--- src/verilog/mpfc_cfg.svh ---
// constants of the pause flow-control block
`ifndef MPFC_CFG_SVH
`define MPFC_CFG_SVH
// ===================================================
// register offsets (byte addresses)
`define MPFC_OFS_NET_CTRL   8'h00
`define MPFC_OFS_NET_CFG    8'h04
`define MPFC_OFS_INT_STAT   8'h08
`define MPFC_OFS_INT_MASK   8'h0c
`define MPFC_OFS_PAUSE_TIME 8'h10
`define MPFC_OFS_TX_QUANT   8'h14
`define MPFC_OFS_SA1_BOT    8'h18
`define MPFC_OFS_SA1_TOP    8'h1c
`define MPFC_OFS_RX_STAT    8'h20
// ===================================================
// field positions
`define MPFC_CTRL_TX_EN     3
`define MPFC_CTRL_PAUSE_A   11
`define MPFC_CTRL_PAUSE_B   12
`define MPFC_CFG_FULL_DUP   1
`define MPFC_CFG_RETRY      12
`define MPFC_CFG_PAUSE_EN   13
`define MPFC_CFG_PFC_NEG    16
`define MPFC_INT_PAUSE_NZ   12
`define MPFC_INT_PAUSE_Z    13
// ===================================================
// reset values
`define MPFC_RST_CTRL       32'h0000_0000
`define MPFC_RST_CFG        32'h0000_0000
`define MPFC_RST_MASK       32'h0000_0000
`define MPFC_RST_QUANT      16'hffff
// ===================================================
// frame constants and timing counts
`define MPFC_DA_CTRL        48'h0180_c200_0001
`define MPFC_TYPE_CTRL      16'h8808
`define MPFC_OPC_PAUSE      16'h0001
`define MPFC_MIN_FRAME      6'd60
`define MPFC_SLOT_BITS      512
`define MPFC_CRC_INIT       32'hffff_ffff
`define MPFC_CRC_POLY       32'hedb8_8320
`endif

--- src/verilog/mpfc_pkg.sv ---
// types of the pause flow-control block
package mpfc_pkg;
  // gray-coded transmit sequencer states
  typedef enum logic [1:0]
  {
    TX_IDLE = 2'b00,
    TX_BODY = 2'b01,
    TX_FCS  = 2'b11
  } mpfc_tx_e;
  typedef logic [15:0] mpfc_quant_t;
endpackage

--- src/verilog/mpfc_sync.sv ---
// two flip-flop level synchroniser
`timescale 1ns/100ps
module mpfc_sync
(
  // clock and reset
  input  wire logic mclk,
  input  wire logic rst,
  // level in and out
  input  wire logic async_in,
  output logic      sync_out
);
  logic meta_q;
  always_ff @(posedge mclk)
  begin
    if (rst)
    begin
      meta_q   <= 1'b0;
      sync_out <= 1'b0;
    end
    else
    begin
      meta_q   <= async_in;
      sync_out <= meta_q;
    end
  end
endmodule // mpfc_sync

--- src/verilog/mpfc_crc32.sv ---
// one-byte step of the ethernet frame check sequence
`timescale 1ns/100ps
`include "mpfc_cfg.svh"
module mpfc_crc32
(
  // running value and byte
  input  wire logic [31:0] crc_in,
  input  wire logic [7:0]  byte_in,
  output logic      [31:0] crc_out
);
  always_comb
  begin
    logic [31:0] c;
    c = crc_in;
    // reflected form: bits leave lsb first on the wire
    for (int i = 0; i < 8; i++)
    begin
      if (c[0] ^ byte_in[i])
        c = (c >> 1) ^ `MPFC_CRC_POLY;
      else
        c = c >> 1;
    end
    crc_out = c;
  end
endmodule // mpfc_crc32

--- src/verilog/mpfc_top.sv ---
// pause-frame flow control of an ethernet mac
// ===================================================
// What this block does
// - config bit 13 enables reaction to pause
// - each valid pause reloads the counter
// - nonzero sets status 12, zero sets 13
// - finish current frame, then hold new starts
// - half duplex: interrupt only, no pause
// - destination must be sa1 or control multicast
// - type 8808 and opcode 0001 required
// - errored frames discarded without effect
// - discard pause once pfc negotiated
// - valid pause increments receive statistic
// - count down every 512 bit times
// - retry test: count down each tx clock
// - reaching zero sets status bit 13
// - ctrl bit 11/12 requests pause transmit
// - pause frame goes between queued frames
// - sent to control multicast from sa1
// - zero pad to minimum, valid fcs
//
// Decided for this implementation: the strobed register port and the register addresses.
`timescale 1ns/100ps
`include "mpfc_cfg.svh"
module mpfc_top
#(
  parameter int BITS_PER_TICK = 8
)
(
  // clock and reset
  input  wire logic        mclk,
  input  wire logic        rst,
  // register port
  input  wire logic [7:0]  reg_addr,
  input  wire logic [31:0] reg_wdata,
  input  wire logic        reg_wr,
  input  wire logic        reg_rd,
  output logic      [31:0] reg_rdata,
  output logic             irq,
  // link clock from the phy side
  input  wire logic        mac_transmit_clock,
  // received byte stream from the mac
  input  wire logic        rx_valid,
  input  wire logic        rx_sof,
  input  wire logic        rx_eof,
  input  wire logic [7:0]  rx_data,
  input  wire logic        rx_err,
  // mac transmit datapath
  input  wire logic        mac_tx_busy,
  output logic             tx_start_ok,
  // pause frame byte stream
  output logic             ptx_valid,
  output logic             ptx_sof,
  output logic             ptx_eof,
  output logic      [7:0]  ptx_data
);
  localparam int SLOT_TICKS = `MPFC_SLOT_BITS / BITS_PER_TICK;

  // ===================================================
  // link clock edge detection
  logic tck_s;
  logic tck_prev_q;
  logic tick;
  mpfc_sync u_tck_sync
  (
    .mclk     (mclk),
    .rst      (rst),
    .async_in (mac_transmit_clock),
    .sync_out (tck_s)
  );
  always_ff @(posedge mclk)
  begin
    if (rst)
      tck_prev_q <= 1'b0;
    else
      tck_prev_q <= tck_s;
  end
  assign tick = tck_s & ~tck_prev_q;

  // ===================================================
  // software registers
  logic [31:0] ctrl_q;
  logic [31:0] cfg_q;
  logic [31:0] mask_q;
  logic [31:0] stat_q;
  logic [15:0] quant_q;
  logic [31:0] sa1_bot_q;
  logic [15:0] sa1_top_q;
  logic [31:0] rx_cnt_q;
  logic [15:0] pause_q;
  logic        full_dup;
  logic        tx_en;
  logic        pause_req_wr;
  logic        rx_good;
  logic        rx_nonzero;
  logic        zero_evt;
  logic [47:0] sa1;
  assign full_dup = cfg_q[`MPFC_CFG_FULL_DUP];
  assign tx_en    = ctrl_q[`MPFC_CTRL_TX_EN];
  assign sa1      = {sa1_top_q, sa1_bot_q};

  always_ff @(posedge mclk)
  begin
    if (rst)
    begin
      ctrl_q    <= `MPFC_RST_CTRL;
      cfg_q     <= `MPFC_RST_CFG;
      mask_q    <= `MPFC_RST_MASK;
      quant_q   <= `MPFC_RST_QUANT;
      sa1_bot_q <= 32'h0000_0000;
      sa1_top_q <= 16'h0000;
    end
    else if (reg_wr)
    begin
      case (reg_addr)
        // pause request bits are strobes, not stored
        `MPFC_OFS_NET_CTRL: ctrl_q    <= reg_wdata & 32'hffff_e7ff;
        `MPFC_OFS_NET_CFG:  cfg_q     <= reg_wdata;
        `MPFC_OFS_INT_MASK: mask_q    <= reg_wdata;
        `MPFC_OFS_TX_QUANT: quant_q   <= reg_wdata[15:0];
        `MPFC_OFS_SA1_BOT:  sa1_bot_q <= reg_wdata;
        `MPFC_OFS_SA1_TOP:  sa1_top_q <= reg_wdata[15:0];
        default:            ctrl_q    <= ctrl_q;
      endcase
    end
  end

  // write-one request gated by duplex and tx enable
  assign pause_req_wr = reg_wr && (reg_addr == `MPFC_OFS_NET_CTRL) &&
                        (reg_wdata[`MPFC_CTRL_PAUSE_A] ||
                         reg_wdata[`MPFC_CTRL_PAUSE_B]) &&
                        full_dup && tx_en;

  // status bits, set wins over clear-on-read
  logic [31:0] stat_set;
  always_comb
  begin
    stat_set = 32'h0000_0000;
    stat_set[`MPFC_INT_PAUSE_NZ] = rx_good && rx_nonzero;
    // zero quantum or countdown to zero
    stat_set[`MPFC_INT_PAUSE_Z]  = (rx_good && !rx_nonzero) || zero_evt;
  end
  always_ff @(posedge mclk)
  begin
    if (rst)
      stat_q <= 32'h0000_0000;
    else if (reg_rd && reg_addr == `MPFC_OFS_INT_STAT)
      stat_q <= stat_set;
    else
      stat_q <= stat_q | stat_set;
  end
  assign irq = |(stat_q & mask_q);

  always_ff @(posedge mclk)
  begin
    if (rst)
      rx_cnt_q <= 32'h0000_0000;
    else if (rx_good)
      rx_cnt_q <= rx_cnt_q + 32'h0000_0001;
  end

  always_ff @(posedge mclk)
  begin
    if (rst)
      reg_rdata <= 32'h0000_0000;
    else if (reg_rd)
    begin
      case (reg_addr)
        `MPFC_OFS_NET_CTRL:   reg_rdata <= ctrl_q;
        `MPFC_OFS_NET_CFG:    reg_rdata <= cfg_q;
        `MPFC_OFS_INT_STAT:   reg_rdata <= stat_q;
        `MPFC_OFS_INT_MASK:   reg_rdata <= mask_q;
        `MPFC_OFS_PAUSE_TIME: reg_rdata <= {16'h0000, pause_q};
        `MPFC_OFS_TX_QUANT:   reg_rdata <= {16'h0000, quant_q};
        `MPFC_OFS_SA1_BOT:    reg_rdata <= sa1_bot_q;
        `MPFC_OFS_SA1_TOP:    reg_rdata <= {16'h0000, sa1_top_q};
        `MPFC_OFS_RX_STAT:    reg_rdata <= rx_cnt_q;
        default:              reg_rdata <= 32'h0000_0000;
      endcase
    end
    else
      reg_rdata <= 32'h0000_0000;
  end

  // ===================================================
  // receive parser
  logic [4:0]  rx_idx_q;
  logic        da_mc_q;
  logic        da_sa_q;
  logic        type_q;
  logic        opc_q;
  logic        err_q;
  logic [15:0] rx_quant_q;
  logic [4:0]  idx_now;
  logic        ok_mc;
  logic        ok_sa;
  logic        ok_ty;
  logic        ok_op;
  logic        ok_er;
  logic [15:0] qn_now;
  assign idx_now = rx_sof ? 5'd0 : rx_idx_q;

  // running match flags, including the current byte
  always_comb
  begin
    logic [47:0] mc;
    logic [7:0]  sb;
    logic        first;
    first = rx_sof;
    mc    = `MPFC_DA_CTRL;
    sb    = 8'h00;
    ok_mc = first ? 1'b1 : da_mc_q;
    ok_sa = first ? 1'b1 : da_sa_q;
    ok_ty = first ? 1'b1 : type_q;
    ok_op = first ? 1'b1 : opc_q;
    ok_er = (first ? 1'b0 : err_q) | rx_err;
    qn_now = rx_quant_q;
    if (idx_now < 5'd6)
    begin
      sb = sa1[8*idx_now[2:0] +: 8];
      ok_mc = ok_mc && (rx_data == mc[8*(5-idx_now[2:0]) +: 8]);
      ok_sa = ok_sa && (rx_data == sb);
    end
    // mac control type and pause opcode
    if (idx_now == 5'd12)
      ok_ty = ok_ty && (rx_data == 8'(`MPFC_TYPE_CTRL >> 8));
    if (idx_now == 5'd13)
      ok_ty = ok_ty && (rx_data == 8'(`MPFC_TYPE_CTRL));
    if (idx_now == 5'd14)
      ok_op = ok_op && (rx_data == 8'(`MPFC_OPC_PAUSE >> 8));
    if (idx_now == 5'd15)
      ok_op = ok_op && (rx_data == 8'(`MPFC_OPC_PAUSE));
    if (idx_now == 5'd16)
      qn_now = {rx_data, 8'h00};
    if (idx_now == 5'd17)
      qn_now = {rx_quant_q[15:8], rx_data};
  end

  always_ff @(posedge mclk)
  begin
    if (rst)
    begin
      rx_idx_q   <= 5'd0;
      da_mc_q    <= 1'b0;
      da_sa_q    <= 1'b0;
      type_q     <= 1'b0;
      opc_q      <= 1'b0;
      err_q      <= 1'b0;
      rx_quant_q <= 16'h0000;
    end
    else if (rx_valid)
    begin
      rx_idx_q   <= (idx_now == 5'd31) ? idx_now : idx_now + 5'd1;
      da_mc_q    <= ok_mc;
      da_sa_q    <= ok_sa;
      type_q     <= ok_ty;
      opc_q      <= ok_op;
      err_q      <= ok_er;
      rx_quant_q <= qn_now;
    end
  end

  // errors void the frame; pfc blocks it
  assign rx_good = rx_valid && rx_eof && idx_now >= 5'd17 &&
                   (ok_mc || ok_sa) && ok_ty && ok_op && !ok_er &&
                   !cfg_q[`MPFC_CFG_PFC_NEG];
  assign rx_nonzero = qn_now != 16'h0000;

  // ===================================================
  // pause-time counter
  logic [8:0] slot_q;
  logic       stopped;
  logic       dec;
  logic       load;
  // only stopped once the current frame is done
  assign stopped = (pause_q != 16'h0000) && !mac_tx_busy;
  // load only when enabled and full duplex
  assign load = rx_good && full_dup && cfg_q[`MPFC_CFG_PAUSE_EN];
  // slot rate, or every tx clock under retry test
  assign dec = stopped && tick &&
               (cfg_q[`MPFC_CFG_RETRY] ||
                slot_q == 9'(SLOT_TICKS - 1));
  assign zero_evt = dec && !load && pause_q == 16'h0001;

  always_ff @(posedge mclk)
  begin
    if (rst || !stopped)
      slot_q <= 9'd0;
    else if (tick)
      slot_q <= (slot_q == 9'(SLOT_TICKS - 1)) ? 9'd0 : slot_q + 9'd1;
  end

  always_ff @(posedge mclk)
  begin
    if (rst)
      pause_q <= 16'h0000;
    else if (load)
      pause_q <= qn_now;
    else if (dec)
      pause_q <= pause_q - 16'h0001;
  end

  // ===================================================
  // pause frame transmitter
  mpfc_pkg::mpfc_tx_e st_q;
  logic        pend_q;
  logic [5:0]  tx_idx_q;
  logic [1:0]  fcs_idx_q;
  logic [31:0] crc_q;
  logic [31:0] crc_nx;
  logic [7:0]  body_byte;
  logic [31:0] fcs_word;
  mpfc_crc32 u_crc
  (
    .crc_in  (crc_q),
    .byte_in (body_byte),
    .crc_out (crc_nx)
  );
  assign fcs_word = ~crc_q;

  always_comb
  begin
    logic [47:0] da;
    da = `MPFC_DA_CTRL;
    body_byte = 8'h00;
    if (tx_idx_q < 6'd6)
      body_byte = da[8*(5-tx_idx_q[2:0]) +: 8];
    else if (tx_idx_q < 6'd12)
      // full-width index: a 3-bit difference would wrap past the word
      body_byte = sa1[8*(tx_idx_q - 6'd6) +: 8];
    else if (tx_idx_q == 6'd12)
      body_byte = 8'(`MPFC_TYPE_CTRL >> 8);
    else if (tx_idx_q == 6'd13)
      body_byte = 8'(`MPFC_TYPE_CTRL);
    else if (tx_idx_q == 6'd14)
      body_byte = 8'(`MPFC_OPC_PAUSE >> 8);
    else if (tx_idx_q == 6'd15)
      body_byte = 8'(`MPFC_OPC_PAUSE);
    else if (tx_idx_q == 6'd16)
      body_byte = quant_q[15:8];
    else if (tx_idx_q == 6'd17)
      body_byte = quant_q[7:0];
  end

  // request held until the frame actually starts
  always_ff @(posedge mclk)
  begin
    if (rst)
      pend_q <= 1'b0;
    else if (pause_req_wr)
      pend_q <= 1'b1;
    else if (st_q == mpfc_pkg::TX_IDLE && tick && !mac_tx_busy)
      pend_q <= 1'b0;
  end

  always_ff @(posedge mclk)
  begin
    if (rst)
    begin
      st_q      <= mpfc_pkg::TX_IDLE;
      tx_idx_q  <= 6'd0;
      fcs_idx_q <= 2'd0;
      crc_q     <= `MPFC_CRC_INIT;
      ptx_valid <= 1'b0;
      ptx_sof   <= 1'b0;
      ptx_eof   <= 1'b0;
      ptx_data  <= 8'h00;
    end
    else if (tick)
    begin
      case (st_q)
        mpfc_pkg::TX_IDLE:
        begin
          ptx_valid <= 1'b0;
          ptx_eof   <= 1'b0;
          tx_idx_q  <= 6'd0;
          fcs_idx_q <= 2'd0;
          crc_q     <= `MPFC_CRC_INIT;
          // start at once, or in the gap after a frame
          if (pend_q && !mac_tx_busy)
            st_q <= mpfc_pkg::TX_BODY;
        end
        mpfc_pkg::TX_BODY:
        begin
          ptx_valid <= 1'b1;
          ptx_sof   <= tx_idx_q == 6'd0;
          ptx_data  <= body_byte;
          crc_q     <= crc_nx;
          tx_idx_q  <= tx_idx_q + 6'd1;
          // zero fill up to minimum length
          if (tx_idx_q == `MPFC_MIN_FRAME - 6'd1)
            st_q <= mpfc_pkg::TX_FCS;
        end
        mpfc_pkg::TX_FCS:
        begin
          ptx_sof   <= 1'b0;
          // fcs sent inverted, low byte first
          ptx_data  <= fcs_word[8*fcs_idx_q +: 8];
          ptx_eof   <= fcs_idx_q == 2'd3;
          fcs_idx_q <= fcs_idx_q + 2'd1;
          if (fcs_idx_q == 2'd3)
            st_q <= mpfc_pkg::TX_IDLE;
        end
        default: st_q <= mpfc_pkg::TX_IDLE;
      endcase
    end
  end

  // queued frames wait for pause and inserted frame
  assign tx_start_ok = (pause_q == 16'h0000) && !pend_q &&
                       st_q == mpfc_pkg::TX_IDLE && !ptx_valid;

  // ===================================================
  // checks
  load_value_a: assert property (@(posedge mclk) disable iff (rst)
    load |=> pause_q == $past(qn_now))
    else $error("pause counter not loaded with quantum");
  half_dup_a: assert property (@(posedge mclk) disable iff (rst)
    (!full_dup && pause_q == 16'h0000) |=> pause_q == 16'h0000)
    else $error("pause counter loaded in half duplex");
  nz_status_a: assert property (@(posedge mclk) disable iff (rst)
    (rx_good && rx_nonzero) |=> stat_q[`MPFC_INT_PAUSE_NZ])
    else $error("nonzero pause status not set");
  zero_irq_a: assert property (@(posedge mclk) disable iff (rst)
    zero_evt |=> pause_q == 16'h0000 && stat_q[`MPFC_INT_PAUSE_Z])
    else $error("countdown to zero not flagged");
  hold_tx_a: assert property (@(posedge mclk) disable iff (rst)
    pause_q != 16'h0000 |-> !tx_start_ok)
    else $error("new frame allowed while paused");
  no_wrap_a: assert property (@(posedge mclk) disable iff (rst)
    (pause_q == 16'h0000 && !load) |=> pause_q == 16'h0000)
    else $error("pause counter wrapped below zero");
  pfc_drop_a: assert property (@(posedge mclk) disable iff (rst)
    cfg_q[`MPFC_CFG_PFC_NEG] |-> !rx_good)
    else $error("pause accepted after pfc negotiation");
  stat_inc_a: assert property (@(posedge mclk) disable iff (rst)
    rx_good |=> rx_cnt_q == $past(rx_cnt_q) + 32'h0000_0001)
    else $error("receive statistic not incremented");
  busy_stall_a: assert property (@(posedge mclk) disable iff (rst)
    (mac_tx_busy && !load) |=> pause_q == $past(pause_q))
    else $error("counter moved during frame in progress");
endmodule // mpfc_top

--- config.mk ---
export PLATFORM = sky130hd
export DESIGN_NAME = mpfc_top
export DESIGN_NICKNAME = d
export VERILOG_FILES = /design/src/verilog/mpfc_pkg.sv /design/src/verilog/mpfc_sync.sv /design/src/verilog/mpfc_crc32.sv /design/src/verilog/mpfc_top.sv
export VERILOG_INCLUDE_DIRS = /design/src /design/src/verilog
export SDC_FILE = /design/constraint.sdc
export NUM_CORES = 1
export LEC_CHECK = 0
export BUFFER_PORTS_ARGS = -buffer_cell sky130_fd_sc_hd__buf_2
export CAP_MARGIN = 20
export CORE_UTILIZATION = 35
export DETAILED_ROUTE_END_ITERATION = 8
export GPL_TIMING_DRIVEN = 0
export PLACE_DENSITY = 0.56
export SYNTH_ARGS = -nofsm -noshare
export SYNTH_HDL_FRONTEND = slang
export SYNTH_SLANG_ARGS = --single-unit
export TNS_END_PERCENT = 100
--- constraint.sdc ---
create_clock -name mclk -period 4.3 [get_ports mclk]
set_input_delay 0.43 -clock mclk [delete_from_list [all_inputs] [get_ports mclk]]
set_output_delay 0.43 -clock mclk [all_outputs]
set_load 0.05 [all_outputs]
==> results of run 1 <==
-- registers in the layout (all words and copies together), names as in the netlist, 8 cells and up --
name and count:
slot_q 9, reg_rdata 32, crc_q 32, pause_q 16, mask_q 32, cfg_q 32
ctrl_q 30, ptx_data 8, sa1_bot_q 32, rx_cnt_q 32, quant_q 16, sa1_top_q 16
rx_quant_q 16
-- cell type report --
class | instances | share of cell area [%]
multi-input cells | 1471 | 47.04
flip-flops and latches | 332 | 35.53
clock buffers | 49 | 5.793
well taps | 600 | 4.013
plain buffers | 148 | 3.097
repair buffers | 99 | 2.649
clock inverters | 19 | 1.579
inverters | 15 | 0.3010
-- worst reg2reg max path, cell delays in order (launching register included) --
cell	delay (ns)
dfxtp_1	0.38
clkbuf_2	0.24
inv_1	0.11
ha_1	0.35
buf_6	0.18
mux2i_1	0.16
o22ai_1	0.31
o22ai_1	0.20
nor4b_1	0.21
a2111oi_4	0.67
xnor3_2	0.66
xnor2_4	0.22
xor2_1	0.22
a21oi_1	0.10
-- what timing repair did --
item	4_1_cts	5_1_grt
resized for setup	1	6
hold endpoints to repair	0	0
setup endpoints to repair	1	9
pin swaps	0	0
cloned	0	0
-- layer usage --
metal	wire length [um]	GRT usage [%]	vias up
li1	-	-	7234
met1	26220	35.51	7439
met2	29250	42.73	751
met3	5222	4.031	158
met4	2853	11.62	0
met5	0	0	-
-- cell usage after synthesis, drive strengths merged (7+ instances only) --
master    n
a211oi   35
a21oi   238
a222oi   46
a22oi    40
a31oi    23
and2     13
and3     22
buf      14
clkbuf  134
dfxtp   332
ha       14
inv      14
mux2i    57
mux4      8
nand2   392
nand2b   27
nand3    35
nand3b   27
nand4    10
nor2    158
nor2b     9
nor3     25
nor4      9
o21ai    33
o22ai    26
or3       9
or4       7
xnor2    67
xor2     59
-- power by group --
group          internal [mW]  total, mW  switching [mW]
logic                 0.0776      0.297           0.220
clock network           2.21       3.63            1.42
registers               3.09       3.09         0.00755
-- kinds of logic after synthesis --
group / synth area share, %
compound gates: 19.71
xor+xnor: 7.202
fa+ha+maj: 1.094
buf+inv: 3.968
flops: 41.49
mux: 4.757
simple gates: 21.78
-- worst paths after layout --
kind / slack [ns] / to / cells past startpoint
setup reg to reg: 0.15 / crc_q[29] / 13
hold / removal: 0.09 / u_tck_sync.meta_q / 2
setup / recovery: 0.15 / crc_q[29] / 13
hold reg to reg: 0.44 / u_tck_sync.sync_out / 1
==> flow_metrics.py, run 1 <==
metrics = {
    "run_status": {
        "status": "complete, no violations",
    },
    "drt": {
        "ant_nets": 0,
        "routed_via_density": 5.701,
        "route.detailed.drc": 0,
        "drt_iter0_drc": 1844,
        "drtPass1Iterations": 7,
        "vias": 15580,
        "wl_per_cell_um": 23.25,
        "wirelength_mm": 63.55,
    },
    "sta": {
        "min_period_over_period_pct": 96.42,
        "rsz0062_at_grt": "false",
        "slew_headroom_pct": 22.39,
        "tns_ns": 0,
        "worst_slack_ns": 0.1540,
        "fmax_ghz": 0.2412,
        "whs_ns": 0.08559,
        "skew_ns": 0.03615,
        "period_needed_ns": 4.146,
        "worst_pin_slew_ns": 1.164,
        "drv_slew": 0,
        "finalSetupViolations": 0,
        "finalHoldViolCount": 0,
    },
    "logic_synthesis": {
        "yosys.cell_types.count": 76,
        "synth-seq-area-share_pct": 41.49,
        "ys_ff_latch": 332,
        "synth_area_leaders": "dfxtp_1 41%, nand2_1 9.2%, a21oi_1 7.4%",
        "synth-edff-count": 0,
        "netlist_area_um2": 16020,
        "async_flop_share_pct": 0,
        "synth_top_area_cell": "dfxtp_1",
        "synthCells": 1966,
        "yosysTopAreaCellShare_pct": 41.49,
        "syn-num-nets": 2038,
        "avgSynthCellArea_um2": 8.148,
        "yosysWarningCount": 0,
        "synth-main-ff-cell": "dfxtp_1",
    },
    "global_route": {
        "antenna_found_initial": 1,
        "grt_pass1_vias": 14560,
        "globalRouteOverflowTotal": 0,
        "grt_max_degree": 15,
        "grt_pass1_wl_mm": 93.58,
        "track_usage_pct": 26.68,
    },
    "placement": {
        "placed_cells": 2665,
        "io_buffers": 98,
        "post_dp_cell_area_um2": 17280,
        "hpwlAfterDp_mm": 47.47,
        "routabilityCongestion": 0.9669,
        "dp_slack_ns": 0.01193,
    },
    "critical_path": {
        "crit_required_ns": 4.72,
        "start_kind": "register",
        "crit_slowest_cell": "a2111oi_4",
        "cpMostUsedCell": "o22ai_1",
        "cp_max_fo": 10,
        "crit_family": "compound AO/OA/AOI/OAI gates",
        "setup.worst_path.start": "tx_idx_q[1]",
        "worstReg2RegStart": "tx_idx_q[1]",
        "cpPeakStageDelay_ns": 0.67,
        "path_buf_inv": 3,
        "path_cells": "clkbuf_2 -> inv_1 -> ha_1 -> buf_6 -> mux2i_1 -> o22ai_1 -> o22ai_1 -> nor4b_1 -> a2111oi_4 -> xnor3_2 -> xnor2_4 -> xor2_1 -> a21oi_1",
        "worstPathArrival_ns": 4.56,
        "end_kind": "register",
        "crit_type": "register to register",
    },
    "min_path": {
        "hp-start": "mac_transmit_clock",
        "min_path_type": "primary input to register",
    },
    "power_and_ir_drop": {
        "power_mw": 7.024,
        "ir_drop_mv": 0.2747,
        "power.leakage_nw": 6.473,
        "power_density_nw_per_um2": 375.5,
    },
    "layout": {
        "layout-drive-gt1-share_pct": 9.845,
        "final_common_cell": "nand2_1",
        "fillers": 4652,
        "antenna_cells": 0,
        "ff_latch_area_um2": 6646,
        "final_area_um2": 18710,
        "fin_util_pct": 41.31,
        "area_growth_syn_to_layout_pct": 16.77,
        "multi_input_area_um2": 8798,
        "final_nets": 2178,
        "final_cells": 2733,
        "layout_common_cells": "392 x nand2_1, 332 x dfxtp_1, 237 x a21oi_1",
    },
    "clock_network": {
        "cts_buffers": 39,
        "post_cts_buffers": 0,
        "cts_hold_buffers": 0,
        "clock_latency_ns": 0.59,
        "cts_num_sinks": 332,
        "h-tree-depth": 2,
        "clkTransAtPathRegs_ns": 0.06,
        "cts_tree": "built",
        "clockBufferDepth": 3,
        "root_buffer": "clkbuf_16",
    },
    "die": {
        "rows": 78,
        "core_area_um2": 45280,
        "die_w_um": 215.9,
        "die_h_um": 215.9,
        "initial_core_util_pct": 35.38,
        "io_pins": 103,
        "die-area_um2": 46630,
    },
    "run": {
        "maxCapViolCount": 0,
    },
}
Note: power is estimated with default switching activity, not from simulation.
==> run 2, diff against run 1 <==
Settings changed: ABC_CLOCK_PERIOD_IN_PS set to 4300, SYNTH_HIERARCHICAL set to 1.
==> run 2 against run 1 <==
Clock-buffer cell count increased by 4. Worst setup slack better by 0.056 ns. Sequential share of layout area shrank 1.0 points. Non-clock buffer count grew 5. Worst hold slack gained 0.0042 ns. Clock power is essentially flat. Largest cell class unchanged. Core utilization grew 0.17 points. Critical path type unchanged. Highest routed layer is now met5. Flip-flop and latch count is the same. Die area is 2.8% higher. Clock skew decreased by 0.0099 ns. Synthesized area is 2.8% higher.
==> flow_metrics.py, run 2 <==
metrics = {
    "drt": {
        "ant_nets": 0,
        "drt_iter0_drc": 1726,
        "wl_per_cell_um": 23.17,
        "vias": 16160,
        "wirelength_mm": 64.91,
        "routed_via_density": 5.767,
        "route.detailed.drc": 0,
        "drtPass1Iterations": 6,
    },
    "logic_synthesis": {
        "syn-num-nets": 2094,
        "synth_top_area_cell": "dfxtp_1",
        "synth-edff-count": 0,
        "synthCells": 2022,
        "yosysWarningCount": 6,
        "netlist_area_um2": 16470,
        "ys_ff_latch": 332,
        "async_flop_share_pct": 0,
        "ys_top_cells_by_count": "438 x nand2_1, 332 x dfxtp_1, 237 x a21oi_1",
        "synth-seq-area-share_pct": 40.36,
        "yosys.cell_types.count": 80,
        "synth_area_leaders": "dfxtp_1 40%, nand2_1 10%, a21oi_1 7.2%",
        "yosysTopAreaCellShare_pct": 40.36,
        "synth-main-ff-cell": "dfxtp_1",
        "synthMostInstantiatedCell": "nand2_1",
        "avgSynthCellArea_um2": 8.144,
    },
    "die": {
        "io_pins": 103,
        "core_area_um2": 46460,
        "die_h_um": 218.9,
        "die_w_um": 218.9,
        "initial_core_util_pct": 35.45,
        "die-area_um2": 47920,
        "rows": 79,
    },
    "sta": {
        "rsz0062_at_grt": "false",
        "worst_slack_ns": 0.2104,
        "period_needed_ns": 4.090,
        "finalSetupViolations": 0,
        "finalHoldViolCount": 0,
        "min_period_over_period_pct": 95.11,
        "fmax_ghz": 0.2445,
        "drv_slew": 0,
        "skew_ns": 0.02626,
        "worst_pin_slew_ns": 1.181,
        "slew_headroom_pct": 21.24,
    },
    "layout": {
        "final_common_cell": "nand2_1",
        "area_growth_syn_to_layout_pct": 17.01,
        "final_cells": 2802,
        "fillers": 4801,
        "fin_util_pct": 41.48,
        "layout_common_cells": "438 x nand2_1, 332 x dfxtp_1, 237 x a21oi_1",
        "final_nets": 2235,
        "final_area_um2": 19270,
        "layout-drive-gt1-share_pct": 11.30,
    },
    "clock_network": {
        "h-tree-depth": 2,
        "cts_tree": "built",
        "clock_latency_ns": 0.58,
        "root_buffer": "clkbuf_16",
        "clockBufferDepth": 3,
        "cts_num_sinks": 332,
        "cts_buffers": 39,
        "clkTransAtPathRegs_ns": 0.06,
    },
    "global_route": {
        "grt_pass1_vias": 15310,
        "globalRouteOverflowTotal": 0,
        "grt_max_degree": 14,
        "antenna_found_initial": 3,
        "track_usage_pct": 26.88,
        "grt_pass1_wl_mm": 96.39,
    },
    "placement": {
        "routabilityCongestion": 1.008,
        "hpwlAfterDp_mm": 48.71,
        "io_buffers": 91,
        "dp_slack_ns": -0.6043,
        "placed_cells": 2721,
        "post_dp_cell_area_um2": 17690,
    },
    "power_and_ir_drop": {
        "power.leakage_nw": 6.634,
        "p_clk_share_pct": 51.3,
        "p_sw_share_pct": 24.03,
        "netSwitchingPower_mw": 1.697,
        "p_comb_share_pct": 4.8,
        "intPower_mw": 5.365,
        "power_density_nw_per_um2": 366.5,
        "ir_drop_mv": 0.2852,
        "sequentialPowerShare_pct": 43.9,
        "power_mw": 7.062,
    },
    "run": {
        "maxCapViolCount": 0,
    },
    "critical_path": {
        "crit_type": "register to register",
        "start_kind": "register",
        "end_kind": "register",
        "cp_max_fo": 10,
        "crit_required_ns": 4.75,
        "worstPathArrival_ns": 4.54,
        "r2r_slack_ns": 0.21,
    },
    "run_status": {
        "status": "complete, no violations",
    },
    "min_path": {
        "min_path_type": "primary input to register",
    },
}
## run 2: layer usage
| layer | up-vias | routed length (um) | global-route usage, % | part of all wire [%] |
|---|---|---|---|---|
| li1 | 7458 | - | - | - |
| met1 | 7737 | 27060 | 35.26 | 42 |
| met2 | 780 | 29390 | 42.81 | 45 |
| met3 | 183 | 5096 | 4.213 | 7.9 |
| met4 | 2 | 3359 | 13.29 | 5.2 |
| met5 | - | 12 | 0 | 0.018 |
## run 2: kinds of logic (layout without fill, tap and decap cells)
| family | count (synthesis) | in the layout | share of synthesized area [%] |
|---|---|---|---|
| flops | 332 | 332 | 40.36 |
| mux | 82 | 82 | 6.314 |
| fa+ha+maj | 14 | 14 | 1.064 |
| buf+inv | 177 | 349 | 4.164 |
| xor+xnor | 110 | 110 | 6.800 |
| simple gates | 797 | 797 | 22.04 |
| other cells | 0 | 1 | 0 |
| compound gates | 510 | 510 | 19.25 |
## run 2: power groups by stage
stage               combinational [mW]  clock, mW  sequential, mW
finish                           0.340       3.62            3.10
global route                     0.357       3.79            3.10
CTS                              0.331       3.68            3.10
detailed placement               0.330          0            3.16
global placement                 0.330          0            3.16
floorplan                        0.176          0            3.16
## run 2: area by class of cell
class	instances	area [um^2]	share of cell area, %
Multi-Input combinational cell	1513	9246	47.99
Timing Repair Buffer	100	520.5	2.701
Antenna cell	1	2.502	0.01299
Clock inverter	19	295.3	1.532
Inverter	25	93.84	0.4870
Buffer	152	595.6	3.091
Sequential cell	332	6646	34.49
Clock buffer	53	1109	5.753
Tap cell	607	759.5	3.942
## run 2: critical path, stage by stage (launching register included)
cell and delay (ns):
dfxtp_1 0.39, clkbuf_2 0.27, buf_2 0.30, clkbuf_2 0.28
inv_1 0.09, ha_1 0.31, inv_1 0.12, nor2_1 0.11
a22oi_1 0.22, o211ai_1 0.30, xnor2_4 0.31, buf_4 0.22
xor2_1 0.44, xnor2_1 0.20, xnor2_1 0.17, o22ai_1 0.17
nand2_1 0.06
## run 2: worst paths after layout
| path | start | endpoint | cells past startpoint |
|---|---|---|---|
| worst max-delay path | tx_idx_q[0] | crc_q[14] | 16 |
| worst min-delay path | mac_transmit_clock | u_tck_sync/meta_q | 2 |
| worst max register to register | tx_idx_q[0] | crc_q[14] | 16 |
| worst min register to register | ptx_data[6] | ptx_data[6] | 2 |
## run 2: stage by stage
| stage | setup TNS, ns | hold slack [ns] |
|---|---|---|
| after floorplan | 0 | 0.4138 |
| after global placement | -6.174 | 0.4379 |
| after detailed placement | -7.562 | 0.4418 |
| after CTS | 0 | 0.06728 |
| after global routing | 0 | 0.08742 |
| final | 0 | 0.08976 |
## run 2: repair_timing
item / 4_1_cts / 5_1_grt
endpoints found under the setup margin: 24 / 12
resized for setup: 4 / 12
hold buffers: 0 / 0
pin swaps: 3 / 3
setup buffers: 3 / 5
